### src/logic/rst_stop_pkg.sv
// Constants shared by the reset and stop-mode control block.
// Function
// - Reset from pin, POR, watchdog, stop-exit, brownout.
// - Four-cycle low pin pulse always resets; code ignores the pin while it drives it and for four clocks after.
// - Stay reset while pin low; exit after release.
// - Pin reset sets external flag.
// - Pin drives open-drain low during reset.
// - Internal reset holds pin low for delay.
// - Debug request resets chip except debugger.
// - Debug request bit self-clears during reset.
// - Debug reset sets power-on flag.
// - Stop recovery holds CPU 66 or 5000.
// - Stop recovery changes only watchdog, oscillator control; code ends it with a full system reset.
// - Stop recovery enables and selects precision oscillator.
// - Fetch reset vector from 0002H and 0003H.
// - Stop powers down all but four blocks.
// - Stop halts oscillators, clock, CPU, counter.
// - Stop returns crystal pins to port control.
// - Watchdog and its oscillator may run.
// - Brownout and amplifier stay per enables.
// - Halt powers down CPU only.
// - Stop exits through recovery sequence or system reset.
package rst_stop_pkg;
    // Register byte addresses.
    localparam logic [7:0] ctrl_addr   = 8'h00;
    localparam logic [7:0] cause_addr  = 8'h04;
    localparam logic [7:0] power_addr  = 8'h08;
    localparam logic [7:0] state_addr  = 8'h0c;
    // Control register fields.
    localparam int debug_rst_bit = 0;
    localparam int stop_cmd_bit  = 1;
    localparam int halt_cmd_bit  = 2;
    localparam int xtal_en_bit   = 3;
    localparam int pin_drive_bit = 4;
    localparam int osc_sel_lo    = 5;
    // Cause register fields.
    localparam int cause_pin  = 0;
    localparam int cause_por  = 1;
    localparam int cause_wdog = 2;
    localparam int cause_bo   = 3;
    localparam int cause_stop = 4;
    // Power control fields.
    localparam int pwr_wdog_osc = 0;
    localparam int pwr_wdog     = 1;
    localparam int pwr_amp     = 2;
    localparam int pwr_periph_lo = 3;
    localparam logic [7:0] periph_reset = 8'hff;
    // Oscillator select codes.
    localparam logic [1:0] osc_precision = 2'h0;
    // Pin filter length in system clocks.
    localparam logic [2:0] pin_filter = 3'h4;
    // Reset delay in system clocks for internal sources.
    localparam logic [15:0] sys_rst_cycles = 16'h0040;
    // Stop recovery holds, in precision oscillator cycles.
    localparam int stop_hold_prec = 66;
    localparam int stop_hold_xtal = 5000;
    localparam logic [15:0] reset_vector_hi = 16'h0002;
    localparam logic [15:0] reset_vector_lo = 16'h0003;
    localparam logic [1:0] resp_okay   = 2'h0;
    localparam logic [1:0] resp_slverr = 2'h2;
    typedef enum logic [1:0] {
        run_s  = 2'b00,
        halt_s = 2'b01,
        stop_s = 2'b10,
        recv_s = 2'b11
    } power_state_t;
endpackage

### src/logic/rst_stop_ctrl.sv
// Reset source gathering, reset pin indicator and stop/halt sequencing.
//
// The register addresses and the AXI4-Lite interface to the registers were chosen for this implementation.
`timescale 1ns/1ps
`default_nettype none
module rst_stop_ctrl #(
    parameter int stop_hold_long = rst_stop_pkg::stop_hold_xtal
) (
    // Clock and reset.
    input  wire logic        aclk,
    input  wire logic        aresetn,
    // AXI4-Lite write.
    input  wire logic [7:0]  s_axi_awaddr,
    input  wire logic        s_axi_awvalid,
    output logic             s_axi_awready,
    input  wire logic [31:0] s_axi_wdata,
    input  wire logic [3:0]  s_axi_wstrb,
    input  wire logic        s_axi_wvalid,
    output logic             s_axi_wready,
    output logic [1:0]       s_axi_bresp,
    output logic             s_axi_bvalid,
    input  wire logic        s_axi_bready,
    // AXI4-Lite read.
    input  wire logic [7:0]  s_axi_araddr,
    input  wire logic        s_axi_arvalid,
    output logic             s_axi_arready,
    output logic [31:0]      s_axi_rdata,
    output logic [1:0]       s_axi_rresp,
    output logic             s_axi_rvalid,
    input  wire logic        s_axi_rready,
    // Reset pin, open drain.
    input  wire logic        reset_pin_in,
    output logic             reset_pin_out,
    output logic             reset_pin_oe,
    // Reset sources and stop-mode inputs.
    input  wire logic        power_on_event,
    input  wire logic        watchdog_timeout,
    input  wire logic        brownout_warning,
    input  wire logic        stop_exit_request,
    input  wire logic        prec_osc_tick,
    input  wire logic        brownout_stop_option,
    // Outputs to the rest of the chip.
    output logic             system_reset,
    output logic             debug_keep,
    output logic             cpu_reset,
    output logic [15:0]      vector_fetch_addr,
    output logic             cpu_clock_en,
    output logic             sys_clock_en,
    output logic             prec_osc_enable,
    output logic             xtal_enable,
    output logic [1:0]       osc_select,
    output logic             xtal_pins_to_port,
    output logic [7:0]       periph_enable,
    output logic             watchdog_osc_run,
    output logic             watchdog_run,
    output logic             brownout_run,
    output logic             amp_run,
    output logic             stop_recovery_reset
);
    logic [7:0]  ctrl;
    logic [4:0]  cause;
    logic [10:0] power;
    logic [2:0]  pin_sync;
    logic        pin_low;
    logic [2:0]  pin_cnt;
    logic        pin_reset;
    logic [15:0] rst_cnt;
    logic        in_reset;
    logic [12:0] hold_cnt;
    rst_stop_pkg::power_state_t state;
    logic        aw_held;
    logic        w_held;
    logic [7:0]  aw_addr;
    logic [31:0] w_data;
    logic [3:0]  w_strb;
    logic        do_write;
    logic        internal_event;
    logic        debug_req;
    logic        hold_done;
    logic [3:0]  own_hist;
    logic        own_drive;

    ////////////////////////////////////////////////////////////////////////
    // pin synchroniser
    always_ff @(posedge aclk) begin
        if (!aresetn) begin
            pin_sync <= 3'h7;
        end else begin
            pin_sync <= {pin_sync[1:0], reset_pin_in};
        end
    end

    // own drive mask
    // Our own drive reaches the filter through the synchroniser, so it is masked that much longer.
    always_ff @(posedge aclk) begin
        if (!aresetn) begin
            own_hist <= 4'hf;
        end else begin
            own_hist <= {own_hist[2:0], reset_pin_oe};
        end
    end
    assign own_drive = reset_pin_oe || (own_hist != 4'h0);

    always_ff @(posedge aclk) begin
        if (!aresetn) begin
            pin_low <= 1'b0;
            pin_cnt <= 3'h0;
        end else begin
            if (pin_sync[1] == pin_sync[2]) begin
                pin_low <= !pin_sync[2];
            end
            if (!pin_low || own_drive) begin
                pin_cnt <= 3'h0;
            end else if (pin_cnt != rst_stop_pkg::pin_filter) begin
                pin_cnt <= pin_cnt + 3'h1;
            end
        end
    end
    // Our own drive is excluded so the indicator does not latch itself.
    assign pin_reset = pin_low && !own_drive
                       && (pin_cnt >= rst_stop_pkg::pin_filter - 3'h1);

    ////////////////////////////////////////////////////////////////////////
    assign debug_req = ctrl[rst_stop_pkg::debug_rst_bit];
    assign internal_event = power_on_event || watchdog_timeout || brownout_warning
                            || debug_req || (state == rst_stop_pkg::recv_s && hold_done);

    always_ff @(posedge aclk) begin
        if (!aresetn) begin
            rst_cnt  <= rst_stop_pkg::sys_rst_cycles;
            in_reset <= 1'b1;
        end else if (internal_event) begin
            rst_cnt  <= rst_stop_pkg::sys_rst_cycles;
            in_reset <= 1'b1;
        end else if (rst_cnt != 16'h0000) begin
            rst_cnt <= rst_cnt - 16'h0001;
        end else begin
            in_reset <= pin_reset || (pin_low && in_reset);
        end
    end
    assign system_reset = in_reset || pin_reset;
    assign debug_keep = 1'b1;
    assign reset_pin_out = 1'b0;
    assign reset_pin_oe  = (in_reset && rst_cnt != 16'h0000) || ctrl[rst_stop_pkg::pin_drive_bit];

    assign vector_fetch_addr = system_reset ? rst_stop_pkg::reset_vector_hi
                                            : rst_stop_pkg::reset_vector_lo;

    ////////////////////////////////////////////////////////////////////////
    // cause flags
    always_ff @(posedge aclk) begin
        if (!aresetn) begin
            cause <= 5'h02;
        end else begin
            if (do_write && aw_addr == rst_stop_pkg::cause_addr && w_strb[0]) begin
                cause <= cause & ~w_data[4:0];
            end
            if (pin_reset) begin
                cause[rst_stop_pkg::cause_pin] <= 1'b1;
            end
            if (power_on_event || debug_req) begin
                cause[rst_stop_pkg::cause_por] <= 1'b1;
            end
            if (watchdog_timeout) begin
                cause[rst_stop_pkg::cause_wdog] <= 1'b1;
            end
            if (brownout_warning) begin
                cause[rst_stop_pkg::cause_bo] <= 1'b1;
            end
            if (state == rst_stop_pkg::recv_s && hold_done) begin
                cause[rst_stop_pkg::cause_stop] <= 1'b1;
            end
        end
    end

    ////////////////////////////////////////////////////////////////////////
    // power state machine
    assign hold_done = prec_osc_tick && (ctrl[rst_stop_pkg::xtal_en_bit]
        ? hold_cnt >= 13'(stop_hold_long - 1)
        : hold_cnt >= 13'(rst_stop_pkg::stop_hold_prec - 1));
    always_ff @(posedge aclk) begin
        if (!aresetn || system_reset) begin
            state    <= rst_stop_pkg::run_s;
            hold_cnt <= 13'h0000;
        end else begin
            unique case (state)
                rst_stop_pkg::run_s: begin
                    if (ctrl[rst_stop_pkg::stop_cmd_bit]) begin
                        state <= rst_stop_pkg::stop_s;
                    end else if (ctrl[rst_stop_pkg::halt_cmd_bit]) begin
                        state <= rst_stop_pkg::halt_s;
                    end
                end
                rst_stop_pkg::halt_s: begin
                    if (!ctrl[rst_stop_pkg::halt_cmd_bit]) begin
                        state <= rst_stop_pkg::run_s;
                    end
                end
                rst_stop_pkg::stop_s: begin
                    if (stop_exit_request) begin
                        state    <= rst_stop_pkg::recv_s;
                        hold_cnt <= 13'h0000;
                    end
                end
                rst_stop_pkg::recv_s: begin
                    if (prec_osc_tick) begin
                        hold_cnt <= hold_cnt + 13'h0001;
                    end
                end
            endcase
        end
    end
    assign stop_recovery_reset = state == rst_stop_pkg::recv_s;
    assign cpu_reset    = system_reset || stop_recovery_reset;
    assign sys_clock_en = state != rst_stop_pkg::stop_s;
    assign cpu_clock_en = state == rst_stop_pkg::run_s;
    assign prec_osc_enable = state != rst_stop_pkg::stop_s;
    assign xtal_enable  = state != rst_stop_pkg::stop_s && state != rst_stop_pkg::recv_s
                          && ctrl[rst_stop_pkg::xtal_en_bit];
    assign xtal_pins_to_port = !xtal_enable;
    assign osc_select   = ctrl[rst_stop_pkg::osc_sel_lo +: 2];
    assign periph_enable = (state == rst_stop_pkg::stop_s) ? 8'h00
                           : power[rst_stop_pkg::pwr_periph_lo +: 8];
    assign watchdog_osc_run = power[rst_stop_pkg::pwr_wdog_osc];
    assign watchdog_run     = power[rst_stop_pkg::pwr_wdog];
    assign brownout_run = state != rst_stop_pkg::stop_s || brownout_stop_option;
    assign amp_run      = power[rst_stop_pkg::pwr_amp];

    ////////////////////////////////////////////////////////////////////////
    // AXI4-Lite write path.
    assign s_axi_awready = !aw_held && !s_axi_bvalid;
    assign s_axi_wready  = !w_held && !s_axi_bvalid;
    assign do_write = aw_held && w_held && !s_axi_bvalid;
    always_ff @(posedge aclk) begin
        if (!aresetn) begin
            aw_held <= 1'b0;
            w_held  <= 1'b0;
            aw_addr <= 8'h00;
            w_data  <= 32'h00000000;
            w_strb  <= 4'h0;
            s_axi_bvalid <= 1'b0;
            s_axi_bresp  <= rst_stop_pkg::resp_okay;
        end else begin
            if (s_axi_awvalid && s_axi_awready) begin
                aw_held <= 1'b1;
                aw_addr <= s_axi_awaddr;
            end
            if (s_axi_wvalid && s_axi_wready) begin
                w_held <= 1'b1;
                w_data <= s_axi_wdata;
                w_strb <= s_axi_wstrb;
            end
            if (do_write) begin
                aw_held <= 1'b0;
                w_held  <= 1'b0;
                s_axi_bvalid <= 1'b1;
                s_axi_bresp  <= (aw_addr == rst_stop_pkg::ctrl_addr
                              || aw_addr == rst_stop_pkg::cause_addr
                              || aw_addr == rst_stop_pkg::power_addr)
                              ? rst_stop_pkg::resp_okay : rst_stop_pkg::resp_slverr;
            end else if (s_axi_bready) begin
                s_axi_bvalid <= 1'b0;
            end
        end
    end

    // Control register; stop clears its command bit and recovery rewrites the oscillator select field.
    always_ff @(posedge aclk) begin
        if (!aresetn) begin
            ctrl <= 8'h00;
        end else begin
            if (do_write && aw_addr == rst_stop_pkg::ctrl_addr && w_strb[0]) begin
                ctrl <= w_data[7:0];
            end
            if (state == rst_stop_pkg::stop_s) begin
                ctrl[rst_stop_pkg::stop_cmd_bit] <= 1'b0;
            end
            if (system_reset) begin
                ctrl[rst_stop_pkg::debug_rst_bit] <= 1'b0;
                ctrl[rst_stop_pkg::halt_cmd_bit]  <= 1'b0;
            end
            if (stop_recovery_reset) begin
                ctrl[rst_stop_pkg::osc_sel_lo +: 2] <= rst_stop_pkg::osc_precision;
                ctrl[rst_stop_pkg::halt_cmd_bit]    <= 1'b0;
            end
        end
    end

    always_ff @(posedge aclk) begin
        if (!aresetn) begin
            power <= {rst_stop_pkg::periph_reset, 3'h3};
        end else if (do_write && aw_addr == rst_stop_pkg::power_addr) begin
            if (w_strb[0]) begin
                power[7:0] <= w_data[7:0];
            end
            if (w_strb[1]) begin
                power[10:8] <= w_data[10:8];
            end
        end
    end

    // AXI4-Lite read path.
    assign s_axi_arready = !s_axi_rvalid;
    always_ff @(posedge aclk) begin
        if (!aresetn) begin
            s_axi_rvalid <= 1'b0;
            s_axi_rdata  <= 32'h00000000;
            s_axi_rresp  <= rst_stop_pkg::resp_okay;
        end else if (s_axi_arvalid && s_axi_arready) begin
            s_axi_rvalid <= 1'b1;
            s_axi_rresp  <= rst_stop_pkg::resp_okay;
            unique case (s_axi_araddr)
                rst_stop_pkg::ctrl_addr:  s_axi_rdata <= {24'h000000, ctrl};
                rst_stop_pkg::cause_addr: s_axi_rdata <= {27'h0000000, cause};
                rst_stop_pkg::power_addr: s_axi_rdata <= {21'h000000, power};
                rst_stop_pkg::state_addr: s_axi_rdata <= {30'h00000000, state};
                default: begin
                    s_axi_rdata <= 32'h00000000;
                    s_axi_rresp <= rst_stop_pkg::resp_slverr;
                end
            endcase
        end else if (s_axi_rready) begin
            s_axi_rvalid <= 1'b0;
        end
    end

    ////////////////////////////////////////////////////////////////////////
    // indicator during reset
    pin_drive_a: assert property (@(posedge aclk) disable iff (!aresetn)
        $rose(system_reset) && !pin_low |-> reset_pin_oe)
        else $error("reset pin not driven during reset");
    debug_clear_a: assert property (@(posedge aclk) disable iff (!aresetn)
        debug_req |-> ##[1:2] !debug_req)
        else $error("debug request did not clear");
    debug_por_a: assert property (@(posedge aclk) disable iff (!aresetn)
        debug_req |=> cause[rst_stop_pkg::cause_por])
        else $error("power-on flag not set after debug reset");
    pin_flag_a: assert property (@(posedge aclk) disable iff (!aresetn)
        pin_reset |=> cause[rst_stop_pkg::cause_pin])
        else $error("external flag not set");
    stop_clock_a: assert property (@(posedge aclk) disable iff (!aresetn)
        state == rst_stop_pkg::stop_s |-> !sys_clock_en && !cpu_clock_en && !prec_osc_enable)
        else $error("clock running in stop");
    halt_periph_a: assert property (@(posedge aclk) disable iff (!aresetn)
        state == rst_stop_pkg::halt_s |-> sys_clock_en && !cpu_clock_en)
        else $error("halt state clocks wrong");
    event_pin_a: assert property (@(posedge aclk) disable iff (!aresetn)
        internal_event |=> reset_pin_oe [*8])
        else $error("reset pin released too early");
    recv_osc_a: assert property (@(posedge aclk) disable iff (!aresetn)
        stop_recovery_reset |=> osc_select == rst_stop_pkg::osc_precision)
        else $error("precision oscillator not selected");
endmodule
`default_nettype wire

### config.mk
export PLATFORM = sky130hd
export DESIGN_NAME = rst_stop_ctrl
export DESIGN_NICKNAME = d
export VERILOG_FILES = /design/src/logic/rst_stop_pkg.sv /design/src/logic/rst_stop_ctrl.sv
export SDC_FILE = /design/constraint.sdc
export NUM_CORES = 1
export LEC_CHECK = 0
export CORE_MARGIN = 4
export CORE_UTILIZATION = 63
export CTS_CLUSTER_DIAMETER = 40
export DETAILED_ROUTE_END_ITERATION = 16
export DONT_BUFFER_PORTS = 1
export PLACE_DENSITY = 0.9
export RECOVER_POWER = 100
export SETUP_SLACK_MARGIN = 0.1
export SYNTH_ARGS = -nofsm -noshare
export SYNTH_HDL_FRONTEND = slang
export SYNTH_SLANG_ARGS = --single-unit
export TNS_END_PERCENT = 30
### constraint.sdc
create_clock -name aclk -period 2.5 [get_ports aclk]
set_input_delay 0.5 -clock aclk [delete_from_list [all_inputs] [get_ports aclk]]
set_output_delay 0.5 -clock aclk [all_outputs]
set_load 0.005 [all_outputs]
======== Word level (Yosys, flattened, before mapping) ========
Index checks and enable logic that the tools add are counted.
storage, ports and cells
  output and inout port bits .............. 82
  bits of input ports ..................... 66
  memory bits (read-only) ................. 0
  logic and storage cells ................. 148
  bits in writable memories ............... 0
  register bits ........................... 128
  memories ................................ 0
  bits in latches ......................... 0
operators by class
  reduce and logical (&&, ||, !) cells .... 70
  shift-type cells ........................ 0
  muxes and demuxes ....................... 23
  divide/modulo/power cells ............... 0
  add/subtract/negate cells ............... 3
  bitwise gates (word level) .............. 3
  $lt $le $gt $ge ......................... 3
  multiply operators ...................... 0
  equality and inequality tests ........... 16
operator list
  cell                                                                number
  case mux 11 bit (4 select lines)                                    1
  two-way mux 13 bit                                                  2
  case mux 13 bit (2 select lines)                                    1
  == test 8 x 4 -> 1 bit, second input constant                       3
  logical AND 1 bit                                                   20
  == test 8 x 3 -> 1 bit, second input constant                       2
  zero test 8 bit                                                     2
  nonzero test 16 bit                                                 1
  subtractor 16 x 1 -> 16 bit, second input constant                  1
  logical OR 1 bit                                                    15
  nonzero test 2 bit                                                  7
  OR reduction 2 bit                                                  7
  adder 13 x 1 -> 13 bit, second input constant                       1
  greater-or-equal comparator 13 bit, second input constant           1
  greater-or-equal comparator 13 x 7 -> 1 bit, second input constant  1
  two-way mux 2 bit                                                   6
  two-way mux 1 bit                                                   10
  != test 2 bit, second input constant                                5
  zero test 1 bit                                                     9
  two-way mux 8 bit                                                   1
  case mux 2 bit (3 select lines)                                     1
  bitwise AND 5 bit                                                   1
  two-way mux 5 bit                                                   1
  inverter 5 bit                                                      1
  other kinds (16)                                                    18

======== Longest topological paths before layout ========
Gate-level depths: netlist (run 1).
  word-level depth ........................ 9
  gate-level depth with buffers ........... 8
  mapped depth without buffers ............ 7

======== Worst setup path before layout (run 1) ========
No wires, ideal clock.
  path type ............................... register -> output
  start ................................... reg rst_cnt[10]
  end ..................................... out reset_pin_oe
  data required time ...................... 2000 ps
  path buffers ............................ 0
  setup slack ............................. 330 ps
  stages on the path, launching flop included .. 5
  data arrival time ....................... 1670 ps
  path through ............................ dfxtp_1 -> or4_4 -> or4b_4 -> o21ai_2 -> nand2b_1
between the ends
  word-level cells in the longest chain between the ends .. 3
ends and longest elaborated chain
  what                    line                  source
  start, declared         rst_stop_ctrl.sv:67   logic [15:0] rst_cnt;
  start signal, assigned  rst_stop_ctrl.sv:130  rst_cnt <= rst_stop_pkg::sys_rst_cycles;
  start signal, assigned  rst_stop_ctrl.sv:133  rst_cnt <= rst_stop_pkg::sys_rst_cycles;
  start signal, assigned  rst_stop_ctrl.sv:136  rst_cnt <= rst_cnt - 16'h0001;
  nonzero test 16 bit     rst_stop_ctrl.sv:144  assign reset_pin_oe = (in_reset && rst_cnt != 16'h0000) || ctrl[rst_stop_pkg::pin_drive_bit];
  logical AND 1 bit       rst_stop_ctrl.sv:144
  logical OR 1 bit        rst_stop_ctrl.sv:144
  end, declared           rst_stop_ctrl.sv:34   output logic reset_pin_oe,
No other way between the ends.

======== Worst setup path in the final report (run 1) ========
  start ................................... reg rst_cnt[13]
  end ..................................... out reset_pin_oe
The elaborated chain is that of the path after synthesis.

==> results by group, run 1 <==
Floorplanning
  • Die span in x: between 90 and 100 um
  • Initial Util: approximately 65%
  • Rows: 32
  • Die Y-Extent: 97.3 um
  • Core box area: slightly below 8000 um^2
  • Die area: 9470 um^2
  • IO Count: 148

Min path
  • Hold Path Class: input port to register
  • Hold Path Origin: aresetn

STA
  • RSZ-0062 raised after global routing: yes
  • Final Max Tran Viols: 0
  • Highest clock rate: 0.387 GHz
  • Worst Slack Setup Final: -0.0829 ns
  • Layout Skew: about 0.012 ns
  • Max_slew headroom: roughly 48%
  • Final setup vio count: 3
  • Final hold vios: 0
  • Post-Route Setup TNS: -0.0957 ns
  • Crit share post-route: 103%
  • Slew @ Worst Pin: between 0.7 and 0.8 ns
  • Tmin final: about 2.6 ns

Clock network
  • Clk Latency, worst-skew pair: between 0.3 and 0.4 ns
  • TritonCTS clock tree: done
  • CTS buffer count: 9
  • Clk root buf: clkbuf_8
  • Clock Path Buffers: 2
  • Clk sink count: 105
  • Clk slew on worst S/H paths: approximately 0.11 ns
  • H-tree depth: 3
  • Hold-fix buffers at CTS: 0

Worst setup path
  • Worst setup startpoint: rst_cnt[13]$_SDFFE_PP0N_
  • WS Path Type: register to output port
  • Reg2reg start: aw_addr[0]$_SDFFE_PN0P_
  • Worst setup SP type: register
  • Peak fanout along the critical path: 2
  • Crit path capture type: output port
  • Crit path DAT: approximately 2.1 ns
  • Critical Path RT: roughly 2.0 ns

Status
  • Failing checks: negative setup slack
  • Status: finished with violations

Yosys
  • Unique masters post-synth: 61
  • Synth warnings: 0
  • Synth Area in Adders: between 2 and 3%
  • Post-synth top area share: a little over two fifths
  • Most common cell in the netlist: dfxtp_1
  • Post-synthesis cell area: 5020 um^2
  • Async SR Flop Fraction: 0%
  • Synth top area cells: dfxtp_1 (42%), nand2_1 (6.6%), buf_4 (6.4%), mux2i_1 (5.2%), nor2_1 (3.9%)
  • Xor/xnor share of the synthesized area: 3.31%
  • Post-Syn Instances: 574
  • Largest family of logic cells by synthesized area: simple AND/OR/NAND/NOR gates
  • Sequential element share of the synthesized area: 41.8%
  • FF+latch count, synth: between 100 and 150
  • Mux cell area share after synthesis: under 10%
  • Synth cell count leaders: dfxtp_1 (105), nand2_1 (88), nor2_1 (52), buf_4 (43), nor2b_1 (28)
  • Post-synth EDFFs: 0
  • Most used flip-flop cell after synthesis: dfxtp_1
  • Fraction of the mapped netlist area in simple logic gates: between 20% and 30%
  • Compound-cell area share of the yosys netlist: between 10% and 20%
  • Syn_area_per_cell: 8.75 um^2
  • Leading area contributor after synthesis: dfxtp_1

Detailed routing
  • Drt pass-1 iters: 6
  • Post-route antenna net violation count: 0
  • Residual DRC: 0
  • Via count: 3870
  • DR WL/cell: between 15 and 20 um
  • DRT Wirelength: around 11000 um
  • Initial drt markers: 189
  • Via density: 5.60

Final layout
  • Final Net Count: around 660
  • Cell Count, Final, Fillers Out: approximately 690
  • Sequential Area: approximately 2100 um^2
  • Share of cells above drive strength 1: 8.52%
  • Final Instance Area: ~5200 um^2
  • # fillers: 592
  • Layout area overhead: 3.76%
  • Multi-input gate area: approximately 2600 um^2

Placement
  • Placed cell area: between 4000 and 5000 um^2
  • HPWL Detailed: ~7700 um
  • Placed Instances: 666
  • Final Wtd Congestion: about 0.88
  • Port Buf Inserts: 0

Global routing
  • M1 GR Usage: between 20% and 30%
  • Grt total ovfl: 0
  • First-pass GRT wire length: about 18000 um
  • Vias in the first global route: 3838
  • Initial antenna violation count: 1
  • Met2 GRT Util: approximately two fifths
  • Global Route met3 Usage: ~6.0%
  • Top Usage Layer GRT: met2
  • Largest net degree at the start of global routing: 70
  • GRT Overall Usage: 22.5%

Pwr
  • Leak Pwr: approximately 2.1 nW
  • Peak VDD IR: 0.000552 V
  • Cell Pwr Density: roughly 560 nW/um^2

Job
  • Max-cap violations: 0
[layer usage]
metal,vias to the layer above,share of wire (%),wire length [um]
met4,0,2.5,274
met2,131,50,5440
li1,1884,-,-
met5,-,0,0
met3,27,6.4,693
met1,1828,41,4490
[placed cells by master, fill, tap and decap left out, types with 3 or more instances in the layout]
master,n
nor4b_1,3
clkbuf_1,5
a32oi_1,3
conb_1,40
and3_1,4
buf_4,13
ha_1,11
a21oi_1,10
nor2b_1,28
nand4_1,5
inv_1,19
nand2_1,88
xor2_1,10
mux2i_1,26
nor3_1,14
nor2_1,52
a22oi_1,9
clkbuf_8,9
xnor2_1,9
nand3_1,11
o21ai_0,13
a21boi_0,22
dfxtp_1,103
mux2_2,4
nor4_1,6
a2111oi_0,3
nand2b_1,11
a31oi_1,4
[kinds of logic after synthesis]
| group | Yosys count |
|---|---|
| AOI/OAI and AO/OA | 81 |
| xor gates and xnor gates | 19 |
| adders and majority gates | 11 |
| buffers and inverters | 79 |
| DFF | 105 |
| muxes | 32 |
| other | 2 |
| and+or+nand+nor | 245 |
[power by group]
| part | internal (W) | switching [W] | leakage, nW |
|---|---|---|---|
| clock network | 0.000386 | 0.000622 | 0.0913 |
| logic | 0.0000735 | 0.000109 | 1.14 |
| registers | 0.00171 | 0.0000320 | 0.854 |
| total | 0.00217 | 0.000763 | 2.08 |
[path summary, 6_finish.rpt]
kind                       endpoint  slack, ns  cells after the start
max                    reset_pin_oe      -0.08                      4
min          power[10]$_SDFFE_PN1P_       0.18                      1
max reg2reg    ctrl[3]$_SDFFE_PN0P_       0.04                      6
min reg2reg  pin_sync[1]$_SDFF_PN1_       0.43                      1
[worst max-delay path: stages (launching register included)]
cell      delay, ns
dfxtp_2        0.33
or4_4          0.55
or4b_4         0.55
o21ai_4        0.16
nand2b_1       0.12
[layout make-up]
| cell class | count | share of cell area (%) |
|---|---|---|
| inverters | 19 | 1.37 |
| multi-input cells | 428 | 49.8 |
| diodes | 2 | 0.0960 |
| repair buffers | 19 | 2.35 |
| well taps | 102 | 2.45 |
| clock inverters | 6 | 1.08 |
| clock buffers | 10 | 2.45 |
| flip-flops and latches | 105 | 40.4 |
[repair_timing]
action | 4_1_cts | 5_1_grt
endpoints found under the setup margin | 1 | 3
resized for setup | 3 | 1
setup buffers | 5 | 2
pin swaps | 3 | 2
[state kept, by name, indices dropped and copies added, names as in the netlist, 2 cells and up]
name         count
aw_addr          8
cause            5
ctrl             8
hold_cnt        13
own_hist         4
pin_cnt          3
pin_sync         3
power           11
rst_cnt         16
s_axi_rdata     11
state            2
w_data          11
w_strb           2
[per-stage QoR]
step / setup slack, ns / power, W / hold slack (ns) / util, %
after CTS: -0.0650 / 0.00294 / 0.172 / 67.6
after detailed placement: 0.204 / 0.00196 / 0.396 / 64.6
after global placement: 0.225 / 0.00195 / 0.397 / 64.6
after floorplan: 0.330 / 0.00198 / 0.386 / -
after global routing: -0.123 / 0.00304 / 0.168 / 67.4
final: -0.0829 / 0.00293 / 0.180 / 67.5
Note: power is estimated with default switching activity, not from simulation.
==> run 2: changes to the inputs <==
- CELL_PAD_IN_SITES_DETAIL_PLACEMENT: default -> 0
- CELL_PAD_IN_SITES_GLOBAL_PLACEMENT: default -> 2
- CORE_UTILIZATION: 63 -> 33
- MAX_ROUTING_LAYER: default -> met4
- PLACE_DENSITY: 0.9 -> 0.86
- clock period: 2.5 -> 2.1 ns (I/O delays scaled with it)
==> results by group, run 2 (synthesis gave the netlist of run 1 again) <==
Status
  • Status: finished with violations
  • Failing checks: negative setup slack

Detailed routing
  • Initial drt markers: 119 (-37%)
  • DR WL/cell: 15.1 um (-4.0%)
  • Via count: 3867 (-0.078%)
  • Residual DRC: 0 (unchanged)
  • Via density: 4.86 (-13%)
  • DRT Wirelength: 12000 um (+10%)
  • Post-route antenna net violation count: 0 (unchanged)
  • Drt pass-1 iters: 4 (-2)

Clock network
  • Clock Path Buffers: 2 (unchanged)
  • Clk root buf: clkbuf_16
  • Clk sink count: 105 (unchanged)
  • Clk Latency, worst-skew pair: 0.34 ns (-0.04 ns)
  • TritonCTS clock tree: done
  • CTS buffer count: 9 (unchanged)
  • H-tree depth: 3 (unchanged)
  • Clk slew on worst S/H paths: 0.07 ns (-0.04 ns)
  • Hold-fix buffers at CTS: 0 (unchanged)

Worst setup path
  • CP Capture Point: reset_pin_oe
  • Crit path DAT: 1.97 ns (-0.11 ns)
  • FF-to-FF End: rst_cnt[6]$_SDFFE_PP1N_
  • Reg2reg start: rst_cnt[13]$_SDFFE_PP0N_
  • WS Path Type: register to output port
  • Critical Path RT: 1.68 ns (-0.32 ns)
  • Peak fanout along the critical path: 2 (unchanged)
  • R2R cell count: 10 (+4)
  • Reg-to-reg slack, setup: -0.17 ns (-0.21 ns)
  • Worst setup SP type: register
  • Crit path capture type: output port
  • Worst setup startpoint: rst_cnt[13]$_SDFFE_PP0N_

Placement
  • Port Buf Inserts: 0 (unchanged)
  • HPWL Detailed: 8650 um (+12%)
  • Final Wtd Congestion: 0.793 (-10%)

Floorplanning
  • Rows: 44 (+38%)
  • Initial Util: 34.2% (-31 points)
  • Die Y-Extent: 131 um (+35%)
  • Die span in x: 131 um (+35%)
  • Die area: 17300 um^2 (+82%)
  • Core box area: 14700 um^2 (+90%)
  • IO Count: 148 (unchanged)

STA
  • Layout Skew: 0.00721 ns (-0.00481 ns)
  • Highest clock rate: between 0.4 and 0.5 GHz
  • Crit share post-route: 114%
  • Slew @ Worst Pin: 0.622 ns (-0.144 ns)
  • Final Max Tran Viols: 0 (unchanged)
  • Tmin final: approximately 2.4 ns
  • Hold WS: 0.142 ns (-0.0372 ns)
  • Worst Slack Setup Final: -0.288 ns (-0.206 ns)
  • Final hold vios: 0 (unchanged)
  • Post-Route Setup TNS: -1.92 ns (-1.83 ns)
  • RSZ-0062 raised after global routing: yes
  • Final setup vio count: 16 (+13)
  • Max_slew headroom: 58.5% (+10 points)

Pwr
  • Clock power share: 44.0% (+9.7 points)
  • Int Power: 0.00319 W (+47%)
  • Leak Pwr: 2.31 nW (+11%)
  • Sw frac: 22.7% (-3.3 points)
  • Overall power: 0.00413 W (+41%)
  • NetSw: 0.000938 W (+23%)
  • Peak VDD IR: 0.000381 V (-31%)
  • Combinational power share: 5.8% (-0.4 points)
  • Cell Pwr Density: 712 nW/um^2 (+27%)
  • Sequential power share: 50.2% (-9.2 points)

Final layout
  • Largest register by flop count: rst_cnt
  • Largest regs: rst_cnt x16, hold_cnt x13
  • Max FFs per register: 16 (unchanged)
  • Final Net Count: 683 (+3.6%)
  • Share of cells above drive strength 1: 15.5% (+7.0 points)
  • Commonest non-fill, non-tap cell in the layout: dfxtp_1
  • Layout area overhead: 15.4%
  • Most frequent cells in the layout: dfxtp_1 (98), nand2_1 (87), nor2_1 (52)
  • Diodes inserted: 0 (-2)

Job
  • Max-cap violations: 0 (unchanged)

Global routing
  • Grt total ovfl: 0 (unchanged)
  • Largest net degree at the start of global routing: 70 (unchanged)
  • Initial antenna violation count: 1 (unchanged)
  • Vias in the first global route: 3801 (-0.96%)
  • GRT Overall Usage: 13.8% (-8.7 points)
  • First-pass GRT wire length: 19200 um (+8.2%)

Min path
  • Hold Path Class: input port to register
[run 2: cell count changes in the layout (fill, tap and decap cells not counted), sizes merged]
cell and change:
diode -2, bufinv +2, buf +20, clkbuf +4
inv -2
[run 2: worst max-delay path, cell delays in order, from the launching register on]
cell and delay (ns):
dfxtp_2 0.32, or4_4 0.54, or4b_4 0.52, o21ai_4 0.17
nand2b_4 0.08
[run 2: what timing repair did]
| item | in CTS | in global routing |
|---|---|---|
| hold endpoints to repair | 0 | 0 |
| cloned | 0 | 1 |
| pin swaps | 9 | 21 |
| endpoints found under the setup margin | 30 | 56 |
| setup buffers | 9 | 3 |
| resized for setup | 28 | 31 |
[run 2: layout make-up]
| class | instances | area (um^2) |
|---|---|---|
| Multi-Input combinational cell | 428 | 2720 |
| Clock buffer | 10 | 229 |
| Sequential cell | 105 | 2120 |
| Timing Repair Buffer | 43 | 333 |
| Tap cell | 184 | 230 |
| Fill cell | 1470 | 8900 |
| Inverter | 19 | 73.8 |
| Clock inverter | 6 | 90.1 |
[run 2: worst min path at each step]
stage | startpoint | end | slack (ns) | depth (start not counted)
floorplan | pin_sync[0]$_SDFF_PN1_ | pin_sync[1]$_SDFF_PN1_ | 0.39 | 1
global placement | own_hist[0]$_SDFF_PN1_ | own_hist[1]$_SDFF_PN1_ | 0.42 | 1
detailed placement | pin_sync[0]$_SDFF_PN1_ | pin_sync[1]$_SDFF_PN1_ | 0.41 | 1
CTS | aresetn | power[5]$_SDFFE_PN1P_ | 0.13 | 1
global route | aresetn | power[0]$_SDFFE_PN1P_ | 0.12 | 1
finish | aresetn | power[9]$_SDFFE_PN1P_ | 0.14 | 1
[run 2: per-stage QoR]
step           std cells  setup slack [ns]  instance area (um^2)  util, %
2_1_floorplan        612            0.0526                  5170        -
3_3_place_gp         767           -0.0399                  5230     35.6
3_5_place_dp         767           -0.0160                  5230     35.6
4_1_cts              792            -0.298                  5740     39.0
5_1_grt              795            -0.338                  5800     39.4
6_report             795            -0.288                  5800     39.4
[run 2: power groups by stage]
stage               clock network (W)  registers [W]  logic (W)
global placement                    0        0.00212   0.000213
finish                        0.00182        0.00207   0.000238
CTS                           0.00186        0.00207   0.000233
global route                  0.00195        0.00208   0.000273
floorplan                           0        0.00211   0.000243
detailed placement                  0        0.00212   0.000218
[run 2: per-layer routing]
layer | wire (um) | GRT usage [%]
met1 | 5380 | 16.4
met2 | 5940 | 23.7
met3 | 564 | 3.33
met4 | 149 | 3.50
met5 | 0 | -
==> run 3: changes to the inputs <==
- SETUP_SLACK_MARGIN: 0.1 -> default
==> results by group, run 3 (synthesis gave the netlist of run 1 again) <==
Worst setup path
  • Worst setup startpoint: rst_cnt[10]$_SDFFE_PP0N_
  • Worst path max stage delay: 0.54 ns (about the same)
  • Crit path capture type: output port
  • Slowest-stage cell, CP: or4_4
  • Reg2reg start: hold_cnt[1]$_SDFFE_PP0P_
  • Worst setup SP type: register
  • Peak fanout along the critical path: 2 (unchanged)
  • WS Path Type: register to output port
  • Critical Path RT: 1.68 ns (about the same)
  • CP bufs+invs: 0 (unchanged)
  • Worst path top cell family by delay: simple AND/OR/NAND/NOR gates
  • Crit path DAT: 1.95 ns (-0.02 ns)
  • Critical-path cell list: or4_4, or4b_4, o21ai_4, nand2b_4

STA
  • Max_slew headroom: 55.7% (-2.8 points)
  • Slew @ Worst Pin: 0.665 ns (+0.0423 ns)
  • RSZ-0062 raised after global routing: yes
  • Tmin final: 2.37 ns (-0.0159 ns)
  • Highest clock rate: 0.421 GHz (+0.67%)
  • Final hold vios: 0 (unchanged)
  • Hold WS: 0.137 ns (-0.00552 ns)
  • Worst Slack Setup Final: -0.273 ns (+0.0159 ns)
  • Crit share post-route: 113% (-0.76 points)
  • Final Max Tran Viols: 0 (unchanged)
  • Layout Skew: 0.00848 ns (+0.00127 ns)
  • Final setup vio count: 5 (-11)

Detailed routing
  • Post-route antenna net violation count: 0 (unchanged)
  • Drt pass-1 iters: 4 (unchanged)
  • Via count: 3794 (-1.9%)
  • DR WL/cell: 14.7 um (-3.2%)
  • DRT Wirelength: 11600 um (-3.6%)
  • Residual DRC: 0 (unchanged)
  • Initial drt markers: 116 (-2.5%)
  • Via density: 4.80 (-1.4%)

Clock network
  • Clk sink count: 105 (unchanged)
  • H-tree depth: 3 (unchanged)
  • TritonCTS clock tree: done
  • CTS buffer count: 9 (unchanged)
  • Clock Path Buffers: 2 (unchanged)
  • Hold-fix buffers at CTS: 0 (unchanged)
  • Clk Latency, worst-skew pair: 0.35 ns (about the same)
  • Clk root buf: clkbuf_16
  • Clk slew on worst S/H paths: 0.07 ns (about the same)

Final layout
  • Diodes inserted: 0 (unchanged)
  • Largest regs: rst_cnt x16, hold_cnt x13
  • Max FFs per register: 16 (unchanged)
  • Cell Count, Final, Fillers Out: 791 (-0.50%)
  • Layout area overhead: 13.6%
  • Commonest non-fill, non-tap cell in the layout: dfxtp_1
  • Share of cells above drive strength 1: 13.8% (-1.7 points)
  • Final Util: 38.8% (-0.61 points)
  • Final Net Count: 680 (-0.44%)
  • Final Instance Area: 5710 um^2 (-1.6%)
  • # fillers: 1443 (-1.8%)
  • Most frequent cells in the layout: dfxtp_1 (101), nand2_1 (86), nor2_1 (52)
  • Largest register by flop count: rst_cnt

Pwr
  • Sw frac: 21.9% (-0.83 points)
  • Combinational power share: 5.3% (-0.5 points)
  • Cell Pwr Density: 740 nW/um^2 (+4.0%)
  • Clock power share: 45.6% (+1.6 points)
  • Peak VDD IR: 0.000396 V (+3.9%)
  • NetSw: 0.000926 W (-1.3%)
  • Int Power: 0.00330 W (+3.5%)
  • Sequential power share: 49.1% (-1.1 points)
  • Leak Pwr: 2.26 nW (-1.8%)

Floorplanning
  • Die Y-Extent: 131 um (unchanged)
  • Die area: 17300 um^2 (unchanged)
  • Core box area: 14700 um^2 (unchanged)
  • Rows: 44 (unchanged)
  • IO Count: 148 (unchanged)
  • Die span in x: 131 um (unchanged)
  • Initial Util: 34.2% (unchanged)

Placement
  • Final Wtd Congestion: 0.797 (+0.53%)
  • Port Buf Inserts: 0 (unchanged)
  • HPWL Detailed: 8600 um (-0.47%)
  • Dpl ws: -0.0384 ns (-0.0225 ns)
  • Placed cell area: 5240 um^2 (+0.14%)
  • Placed Instances: 768 (+0.13%)

Status
  • Failing checks: negative setup slack
  • Status: finished with violations

Min path
  • Hold Path Origin: aresetn
  • Hold Path Class: input port to register

Job
  • Max-cap violations: 0 (unchanged)

Global routing
  • Grt total ovfl: 0 (unchanged)
  • Vias in the first global route: 3726 (-2.0%)
  • First-pass GRT wire length: 18500 um (-3.8%)
  • GRT Overall Usage: 13.3% (-0.51 points)
  • Largest net degree at the start of global routing: 70 (unchanged)
  • Initial antenna violation count: 0 (-1)
==> run 3: changes by cell type in the layout (fill, tap and decap cells not counted), sizes merged <==
cell and change:
buf -6, bufinv +1, clkbuf +1, clkdlybuf4s15 +1, clkinv -1
==> run 3: through the flow <==
stage	TNS [ns]	total power, W
after floorplan	0	0.00235
after global placement	-0.0383	0.00233
after detailed placement	-0.0712	0.00234
after CTS	-0.490	0.00427
after global routing	-3.95	0.00437
final	-0.737	0.00423
==> run 3: worst paths after layout <==
kind / endpoint / slack (ns) / cells after the start
worst max-delay path: reset_pin_oe / -0.27 / 4
worst min-delay path: power[9]$_SDFFE_PN1P_ / 0.14 / 1
worst min register to register: pin_sync[1]$_SDFF_PN1_ / 0.44 / 1
worst max register to register: rst_cnt[6]$_SDFFE_PP1N_ / -0.02 / 9
==> run 3: routing by layer <==
layer / GRT usage (%) / routed length [um]
met5: - / 0
met3: 3.29 / 639
met2: 22.5 / 5660
met1: 15.2 / 5070
met4: 5.31 / 233
==> run 3: what timing repair did <==
action	in CTS	in global routing
resized for setup	13	14
pin swaps	6	9
setup endpoints to repair	7	27
buffers inserted	4	3
cloned	0	1
==> run 3: cell type report <==
cell class                      instances  area (um^2)  share of cell area, %
Multi-Input combinational cell        428         2680                   47.0
Sequential cell                       105         2110                   36.9
Timing Repair Buffer                   40          272                   4.76
Tap cell                              184          230                   4.03
Clock buffer                            9          225                   3.95
Clock inverter                          6          115                   2.02
Inverter                               19         73.8                   1.29
==> run 3: power by group through the flow <==
| stage | Combinational, W | Sequential (W) | Clock [W] |
|---|---|---|---|
| finish | 0.000224 | 0.00208 | 0.00193 |
| global route | 0.000259 | 0.00208 | 0.00203 |
| CTS | 0.000221 | 0.00208 | 0.00197 |
| detailed placement | 0.000218 | 0.00212 | 0 |
| global placement | 0.000212 | 0.00212 | 0 |
| floorplan | 0.000243 | 0.00211 | 0 |
